File: src/shared/rgb_params.svh
// constants for the parallel rgb link: host timing, panel pulse timing
// assumes a single 100 MHz system clock on both ends
`ifndef RGB_PARAMS_SVH
`define RGB_PARAMS_SVH

// system clock rate and panel reset pulse
`define RGB_CLK_MHZ 32'h64
`define RGB_RST_PULSE_NS 32'h2710
`define RGB_RST_CYCLES ((`RGB_RST_PULSE_NS * `RGB_CLK_MHZ + 32'h3E7) / 32'h3E8)

// horizontal timing in pixel clocks, counted from the hsync leading edge
`define RGB_H_TOTAL 11'h420
`define RGB_H_SYNC 11'h14
`define RGB_H_BACK 11'h2E
`define RGB_H_ACTIVE 11'h320
`define RGB_H_ACT_END 11'h34E

// vertical timing in lines, counted from the vsync leading edge
`define RGB_V_TOTAL 10'h20D
`define RGB_V_SYNC 10'h00A
`define RGB_V_BACK 10'h017
`define RGB_V_ACTIVE 10'h1E0
`define RGB_V_ACT_END 10'h1F7

// panel internal pulses, in pixel clocks after the hsync edge
`define RGB_SRC_UPD 11'h14
`define RGB_LD_START 11'h14
`define RGB_LD_END 11'h1E
`define RGB_STV_AT 11'h02
`define RGB_CKV_START 11'h14
`define RGB_CKV_END 11'h56
`define RGB_OEV_START 11'h04
`define RGB_OEV_END 11'h4E

`endif

File: src/shared/rgb_pkg.sv
// types shared by both ends of the rgb link
// assumes nothing beyond the params header
`default_nettype none
package rgb_pkg;
	typedef logic [7:0] rgb_lane_t;
	typedef logic [10:0] rgb_hcnt_t;
	typedef logic [9:0] rgb_vcnt_t;
	typedef enum logic [1:0]
	{
		RGB_ST_PANEL_RST = 2'h0,
		RGB_ST_IDLE = 2'h1,
		RGB_ST_SCAN = 2'h2
	} rgb_host_state_t;
endpackage
`default_nettype wire

File: src/shared/rgb_link_if.sv
// parallel rgb video link between host controller and panel
// all signals change on the shared system clock
`default_nettype none
interface rgb_link_if;
	import rgb_pkg::*;
	logic pixel_clock;
	logic hsync_in;
	logic vsync_in;
	logic data_enable_strobe;
	rgb_lane_t pixel_lane_a;
	rgb_lane_t pixel_lane_b;
	rgb_lane_t pixel_lane_c;
	logic reset_n;
	modport host
	(
		output pixel_clock, hsync_in, vsync_in, data_enable_strobe,
		output pixel_lane_a, pixel_lane_b, pixel_lane_c, reset_n
	);
	modport panel
	(
		input pixel_clock, hsync_in, vsync_in, data_enable_strobe,
		input pixel_lane_a, pixel_lane_b, pixel_lane_c, reset_n
	);
endinterface
`default_nettype wire

File: src/hw/rgb_host_end.sv
// host end of the rgb link: pixel clock divider, sync generator, panel reset
// assumes the user supplies pixel data in the cycle it is requested
// Summary of operation
// RULE1 - line lasts 862 to 1200 pixel clocks
// RULE2 - exactly 800 active pixels per line
// RULE3 - hsync high for 1 to 40 clocks
// RULE4 - back porch 46, front porch 16 to 354
// RULE5 - exactly 480 active lines per frame
// RULE6 - frame lasts 510 to 650 lines
// RULE7 - vsync 1-20 lines, porches 23 and 7-147
// RULE8 - pixel clock at most 50 MHz
// RULE9 - 24-bit bus sampled on pixel clock edge
// RULE10 - mode high: window from data-enable strobe
// RULE11 - mode low: window from syncs and porches
// RULE12 - source outputs update 20 clocks after hsync
// RULE13 - source latch at 20, 10 clocks wide
// RULE14 - gate start 2 clocks after hsync
// RULE15 - gate shift clock at 20, 66 wide
// RULE16 - gate output enable at 4, 74 wide
// RULE17 - panel reset held low at least 10 us
// RULE18 - porch counted from sync leading edge
`default_nettype none
`include "rgb_params.svh"
module rgb_host_end
	import rgb_pkg::*;
(
	input wire logic i_clk_sys,
	input wire logic i_rst_n,
	input wire logic i_run,
	input wire rgb_lane_t i_pix_a,
	input wire rgb_lane_t i_pix_b,
	input wire rgb_lane_t i_pix_c,
	output logic o_pixel_req,
	output logic o_frame_start,
	output logic o_busy,
	rgb_link_if.host link
);
	// pixel clock is the system clock divided by two: 50 MHz, 50 % duty
	logic pclk_q;
	rgb_host_state_t state_q;
	rgb_host_state_t state_d;
	logic [9:0] rst_cnt_q;
	logic panel_rst_n_q;
	rgb_hcnt_t h_q;
	rgb_vcnt_t v_q;
	logic hs_q;
	logic vs_q;
	logic de_q;
	logic fs_q;
	rgb_lane_t pa_q;
	rgb_lane_t pb_q;
	rgb_lane_t pc_q;

	// tick marks the cycle before the pixel clock falls; outputs change
	// with the fall so they sit a whole half period before the rise
	wire tick = pclk_q; // RULE9

	// state decode
	wire in_rst = (state_q == RGB_ST_PANEL_RST);
	wire in_scan = (state_q == RGB_ST_SCAN);
	wire rst_done = (rst_cnt_q == 10'(`RGB_RST_CYCLES - 1)); // RULE17

	// next raster position; the counters wrap at the fixed totals
	wire h_last = (h_q == `RGB_H_TOTAL - 11'h001); // RULE1
	wire v_last = (v_q == `RGB_V_TOTAL - 10'h001); // RULE6
	wire frame_end = h_last & v_last;
	wire rgb_hcnt_t h_nxt = h_last ? 11'h000 : h_q + 11'h001;
	wire rgb_vcnt_t v_nxt = !h_last ? v_q : v_last ? 10'h000 : v_q + 10'h001;

	// sync pulses start at count zero of their period
	wire hs_nxt = (h_nxt < `RGB_H_SYNC); // RULE3
	wire vs_nxt = (v_nxt < `RGB_V_SYNC); // RULE7

	// active window opens a fixed back porch after the sync leading edge;
	// the rest of the period is front porch (210 clocks, 22 lines)
	wire h_act = (h_nxt >= `RGB_H_BACK) && (h_nxt < `RGB_H_ACT_END); // RULE4 RULE2
	wire v_act = (v_nxt >= `RGB_V_BACK) && (v_nxt < `RGB_V_ACT_END); // RULE7 RULE5
	wire act_nxt = h_act & v_act;
	wire adv = in_scan & tick;

	// state flow: panel reset pulse, wait for run, scan whole frames
	always_comb
	begin
		state_d = state_q;
		unique case (state_q)
			RGB_ST_PANEL_RST:
			begin
				if (rst_done)
				begin
					state_d = RGB_ST_IDLE;
				end
			end
			RGB_ST_IDLE:
			begin
				// start on a tick so the first pixel period is a full one
				if (i_run && tick)
				begin
					state_d = RGB_ST_SCAN;
				end
			end
			RGB_ST_SCAN:
			begin
				// a stop request only takes effect at a frame boundary
				if (adv && frame_end && !i_run)
				begin
					state_d = RGB_ST_IDLE;
				end
			end
			default:
			begin
				state_d = RGB_ST_PANEL_RST;
			end
		endcase
	end

	// divider and state; the divider never stops, the panel sees it always
	always_ff @(posedge i_clk_sys or negedge i_rst_n)
	begin
		if (!i_rst_n)
		begin
			pclk_q <= 1'b0;
			state_q <= RGB_ST_PANEL_RST;
		end
		else
		begin
			pclk_q <= ~pclk_q; // RULE8
			state_q <= state_d;
		end
	end

	// panel reset pulse: low from our reset until the count expires
	always_ff @(posedge i_clk_sys or negedge i_rst_n)
	begin
		if (!i_rst_n)
		begin
			rst_cnt_q <= 10'h000;
			panel_rst_n_q <= 1'b0;
		end
		else
		begin
			if (in_rst && !rst_done)
			begin
				rst_cnt_q <= rst_cnt_q + 10'h001;
			end
			panel_rst_n_q <= !in_rst || rst_done; // RULE17
		end
	end

	// raster counters park at the last position so the first tick of a
	// scan lands on line 0 pixel 0 with both syncs rising together
	always_ff @(posedge i_clk_sys or negedge i_rst_n)
	begin
		if (!i_rst_n)
		begin
			h_q <= `RGB_H_TOTAL - 11'h001;
			v_q <= `RGB_V_TOTAL - 10'h001;
		end
		else if (!in_scan)
		begin
			h_q <= `RGB_H_TOTAL - 11'h001;
			v_q <= `RGB_V_TOTAL - 10'h001;
		end
		else if (adv)
		begin
			h_q <= h_nxt; // RULE1
			v_q <= v_nxt; // RULE6
		end
	end

	// link outputs from flops; the strobe is driven in both panel modes,
	// a panel in sync mode simply ignores it
	always_ff @(posedge i_clk_sys or negedge i_rst_n)
	begin
		if (!i_rst_n)
		begin
			{hs_q, vs_q, de_q, fs_q} <= 4'h0;
		end
		else if (!in_scan)
		begin
			{hs_q, vs_q, de_q, fs_q} <= 4'h0;
		end
		else
		begin
			fs_q <= adv && (h_nxt == 11'h000) && (v_nxt == 10'h000);
			if (adv)
			begin
				hs_q <= hs_nxt; // RULE3
				vs_q <= vs_nxt; // RULE7
				de_q <= act_nxt; // RULE10
			end
		end
	end

	// pixel lanes: user data taken on request, zero outside the window
	// so porches never carry stale colour
	always_ff @(posedge i_clk_sys or negedge i_rst_n)
	begin
		if (!i_rst_n)
		begin
			{pa_q, pb_q, pc_q} <= 24'h000000;
		end
		else if (adv)
		begin
			pa_q <= act_nxt ? i_pix_a : 8'h00; // RULE9 RULE2
			pb_q <= act_nxt ? i_pix_b : 8'h00;
			pc_q <= act_nxt ? i_pix_c : 8'h00;
		end
	end

	// request is combinational so the user has the whole cycle to answer
	assign o_pixel_req = adv & act_nxt; // RULE2 RULE5
	assign o_frame_start = fs_q;
	assign o_busy = in_scan;

	// drive the link
	assign link.pixel_clock = pclk_q; // RULE8
	assign link.hsync_in = hs_q;
	assign link.vsync_in = vs_q;
	assign link.data_enable_strobe = de_q; // RULE10
	assign link.pixel_lane_a = pa_q;
	assign link.pixel_lane_b = pb_q;
	assign link.pixel_lane_c = pc_q;
	assign link.reset_n = panel_rst_n_q; // RULE17
endmodule // rgb_host_end
`default_nettype wire

File: src/flat_wrapper.sv
// flat-port wrapper written by rule: the top's interface ports become plain ports
module rgb_host_end_flat import rgb_pkg::*;
  (i_clk_sys, i_rst_n, i_run, i_pix_a, i_pix_b, i_pix_c, o_pixel_req, o_frame_start, o_busy, link_pixel_clock, link_hsync_in, link_vsync_in, link_data_enable_strobe, link_pixel_lane_a, link_pixel_lane_b, link_pixel_lane_c, link_reset_n);
  rgb_link_if link_i ();
  input wire logic i_clk_sys;
  input wire logic i_rst_n;
  input wire logic i_run;
  input wire rgb_lane_t i_pix_a;
  input wire rgb_lane_t i_pix_b;
  input wire rgb_lane_t i_pix_c;
  output logic o_pixel_req;
  output logic o_frame_start;
  output logic o_busy;
  output wire logic [$bits(link_i.pixel_clock)-1:0] link_pixel_clock;
  output wire logic [$bits(link_i.hsync_in)-1:0] link_hsync_in;
  output wire logic [$bits(link_i.vsync_in)-1:0] link_vsync_in;
  output wire logic [$bits(link_i.data_enable_strobe)-1:0] link_data_enable_strobe;
  output wire logic [$bits(link_i.pixel_lane_a)-1:0] link_pixel_lane_a;
  output wire logic [$bits(link_i.pixel_lane_b)-1:0] link_pixel_lane_b;
  output wire logic [$bits(link_i.pixel_lane_c)-1:0] link_pixel_lane_c;
  output wire logic [$bits(link_i.reset_n)-1:0] link_reset_n;
  assign link_pixel_clock = link_i.pixel_clock;
  assign link_hsync_in = link_i.hsync_in;
  assign link_vsync_in = link_i.vsync_in;
  assign link_data_enable_strobe = link_i.data_enable_strobe;
  assign link_pixel_lane_a = link_i.pixel_lane_a;
  assign link_pixel_lane_b = link_i.pixel_lane_b;
  assign link_pixel_lane_c = link_i.pixel_lane_c;
  assign link_reset_n = link_i.reset_n;
  rgb_host_end u_core (.i_clk_sys(i_clk_sys), .i_rst_n(i_rst_n), .i_run(i_run), .i_pix_a(i_pix_a), .i_pix_b(i_pix_b), .i_pix_c(i_pix_c), .o_pixel_req(o_pixel_req), .o_frame_start(o_frame_start), .o_busy(o_busy), .link(link_i));
endmodule
File: config.mk
export PLATFORM = sky130hd
export DESIGN_NAME = rgb_host_end_flat
export DESIGN_NICKNAME = d
export VERILOG_FILES = /design/src/shared/rgb_pkg.sv /design/src/shared/rgb_link_if.sv /design/src/hw/rgb_host_end.sv /design/src/flat_wrapper.sv
export VERILOG_INCLUDE_DIRS = /design/src /design/src/shared
export SDC_FILE = /design/constraint.sdc
export NUM_CORES = 1
export LEC_CHECK = 0
export ABC_AREA = 1
export ABC_CLOCK_PERIOD_IN_PS = 4500
export BUFFER_PORTS_ARGS = -buffer_cell sky130_fd_sc_hd__buf_4
export CAP_MARGIN = 20
export CORE_AREA = 2 2 104 106
export DETAILED_ROUTE_END_ITERATION = 12
export DIE_AREA = 0 0 106 108
export SLEW_MARGIN = 20
export SYNTH_ARGS = -nofsm -noshare
export SYNTH_HDL_FRONTEND = slang
export SYNTH_SLANG_ARGS = --single-unit
File: constraint.sdc
create_clock -name i_clk_sys -period 4.5 [get_ports i_clk_sys]
set_input_delay 0.225 -clock i_clk_sys [delete_from_list [all_inputs] [get_ports i_clk_sys]]
set_output_delay 0.225 -clock i_clk_sys [all_outputs]
set_load 0.005 [all_outputs]
==> impl_metrics.yaml <==
global_routing:
  use_met2_pct: 24.1
  maximum_number_of_pins_on_one_net_before_global_route_repair: 64
  grtUsageMet3_pct: 3.68
  grt.busiest_layer: "met2"
  grt_first_pass_wirelength_um: 13800
  global_route.usage.total_pct: 15.0
  first_global_vias: 3015
  globalRouteOverflowTotal: 0
  antenna_found_initial: 0
  global_route.usage.met1_pct: 20.0
power:
  clock_power_share_pct: 48.3
  switching_share_pct: 21.1
  seq_power_share_pct: 49.2
  irDropWorstVdd_mv: 0.139
  internal_power_uw: 908
  power.share.combinational_pct: 2.5
  p_sw_uw: 243
  leakage_component_of_the_power_uw: 0.00214
  pwr_density_cell_nw_per_um2: 268
status:
  failed_checks: "hold timing"
  outcome: "finished, violations left"
clock_network:
  depth_of_the_cts_h_tree: 3
  cts_buffers: 9
  clock_tree.root_cell: "clkbuf_8"
  cts_tree: "done"
  cts_setup_buffers: 0
  worst_setup_hold_path_clk_slew_ns: 0.07
  cts.hold.buffers_added: 0
  cts_sinks: 63
  clock_latency_ns: 0.34
  cts.path.max_buffers: 2
  cts_resized: 0
timing:
  finalHoldViolations: 40
  final-max-slew-violation-count: 0
  max_slew.worst_pin.slew_ns: 0.786
  final-setup-viol-count: 0
  slew_headroom_pct: 47.6
  grt_setup_unrepaired: "false"
  fin_worst_skew_ns: 0.0105
  worst_setup_margin_ns: 1.21
  max_freq_ghz: 0.304
  worst_hold_slack_ns: -0.0351
  period_needed_ns: 3.29
  setup_total_negative_slack_ns: 0
  period_share_pct: 73.1
synthesis:
  ys_seq_elements: 63
  yosys-top-cells-area: "dfrtp_1, nand2_1, dfstp_2, inv_1, nand3_1"
  mappedNetlistArea_um2: 3510
  synth_seq_area_share_pct: 45.2
  postSynthAreaPerCell_um2: 7.81
  synthesis.nets: 482
  synth_largest_type_area_fraction_pct: 38.4
  synthesis.instances: 450
  number_of_warnings_issued_by_yosys: 0
  synth.distinct_cells: 36
  cell_type_with_the_highest_aggregate_area_in_the_netlist: "dfrtp_1"
floorplan:
  fp.dieH_um: 108
  ioPinCount: 59
  initial_core_util_pct: 34.4
  placement_rows: 37
  die-width_um: 106
  design.die.area_um2: 11400
  design.core.area_um2: 10200
final_layout:
  nNetsFinal: 545
  utilization_pct: 42.0
  layout-drive-gt1-share_pct: 22.6
  area_growth_pct: 22.3
  num_antenna_cells: 0
worst_setup_path:
  crit_path_launch_type: "register"
  cp.arrival_ns: 3.07
  timing.critical_path.required_ns: 4.28
  worst-setup-path-type: "reg2out"
  cp-end-kind: "primary output"
  critPathMaxFanout: 25
  worst-r2r-setup-slack_ns: 1.61
routing:
  drt-initial-drc-count: 260
  post_drt_wl_per_cell_um: 12.8
  drtAntennaViolNets: 0
  vias_per_cell: 4.79
  route.final.wire_length_um: 8380
  num_vias: 3133
  detail_route.drc_violations: 0
  drt_pass1_iterations: 5
place:
  dp_worst_setup_slack_ns: 1.53
  place_congestion: 0.928
  place.port_buffers: 58
  dp_hpwl_um: 5970
run:
  maxCapViolations: 0
hold_path:
  hold_path_class: "in2async"
[through the flow]
stage / power (µW) / cells / hold slack (ns) / instance area [µm²]
final: 1150 / 654 / -0.0351 / 4300
after global routing: 1190 / 654 / 0.0461 / 4300
after CTS: 1170 / 654 / 0.00529 / 4300
after detailed placement: 607 / 638 / 0.376 / 4080
after global placement: 607 / 638 / 0.366 / 4080
after floorplan: 577 / 450 / -0.0706 / 3510
[power by group through the flow]
stage / Sequential, µW / Combinational (µW) / Clock, µW
after floorplan: 577 / 0.260 / 0
after global placement: 577 / 30.2 / 0
after detailed placement: 577 / 30.4 / 0
after CTS: 566 / 30.3 / 575
after global routing: 566 / 33.2 / 593
final: 566 / 28.8 / 556
[cells in the mapped netlist]
cell type	n
a21oi_1	5
a21oi_4	1
a22oi_1	3
a22oi_2	1
a32o_1	1
buf_6	3
buf_8	1
clkbuf_1	5
dfrtp_1	54
dfstp_2	9
ha_1	5
inv_1	57
inv_2	2
inv_4	1
nand2_1	144
nand2_2	3
nand2_4	1
nand3_1	40
nand3_2	14
nand3_4	1
nand3b_1	1
nand4_1	4
nor2_1	40
nor2_2	5
nor2_4	1
nor2_8	1
nor3_1	6
nor3_2	1
nor4_1	1
o21ai_0	11
o21bai_1	1
o22a_1	1
o22ai_1	14
o31ai_1	1
xnor2_1	3
xor2_1	8
[worst max-delay path, stage by stage, from the launching register on]
cell and delay [ns]:
dfstp_2 0.58, ha_1 0.22, nand2_2 0.10, nor2_4 0.18
inv_4 0.08, nor2_8 0.17, nand3_1 0.09, nand2_1 0.09
nand3_1 0.09, nand2_1 0.09, nand2_2 0.08, a21oi_4 0.62
nand2_1 0.15, inv_1 0.09, buf_4 0.10
[registers in the layout, indices dropped and copies added, names as in the netlist]
name,count
u_core.v_q,10
u_core.link.data_enable_strobe,1
u_core.link.pixel_clock,1
u_core.link.hsync_in,1
u_core.link.vsync_in,1
u_core.link.pixel_lane_c,8
u_core.link.pixel_lane_b,8
u_core.h_q,11
u_core.link.reset_n,1
u_core.state_q,2
u_core.o_frame_start,1
u_core.link.pixel_lane_a,8
u_core.rst_cnt_q,10
[cells in the final DEF, fill, tap and decap left out, types with 4 or more instances in the layout]
cell type / n
nor2_1: 40
nand3_2: 14
clkbuf_8: 10
o21ai_0: 11
ha_1: 5
xor2_1: 8
dfrtp_1: 54
nand3_1: 40
a21oi_1: 5
nor3_1: 6
nand2_1: 144
o22ai_1: 14
nand4_1: 4
inv_1: 57
nor2_2: 5
buf_4: 61
dfstp_2: 9
[worst paths after layout]
check	cells past startpoint	to	start
worst max register to register	16	u_core.link.pixel_lane_c[7]	u_core.h_q[0]
worst max-delay path	14	o_pixel_req	u_core.h_q[0]
worst min-delay path	1	u_core.o_frame_start	i_rst_n
worst min register to register	1	u_core.rst_cnt_q[8]	u_core.rst_cnt_q[8]
min in group i_clk_sys	3	u_core.link.pixel_lane_b[1]	i_pix_b[1]
max in group asynchronous	1	u_core.link.pixel_lane_a[2]	i_rst_n
[kinds of logic after synthesis]
logic type / share of synthesized area, %
buf+inv: 8.40
simple gates: 34.7
fa+ha+maj: 1.78
flops: 45.2
xor+xnor: 2.74
compound gates: 7.19
[cell type report]
cell class	instances	area, µm²
Tap cell	136	170
Multi-Input combinational cell	318	1630
Inverter	60	228
Clock inverter	5	81.3
Timing Repair Buffer	61	458
Clock buffer	11	141
Fill cell	1003	5930
Sequential cell	63	1590
[routing by layer]
metal | share of wire [%] | vias to the layer above
li1 | - | 1564
met2 | 46 | 101
met3 | 5.3 | 15
met5 | 0 | -
met4 | 1.4 | 0
met1 | 47 | 1453
Power figures use the tool's default switching activity.
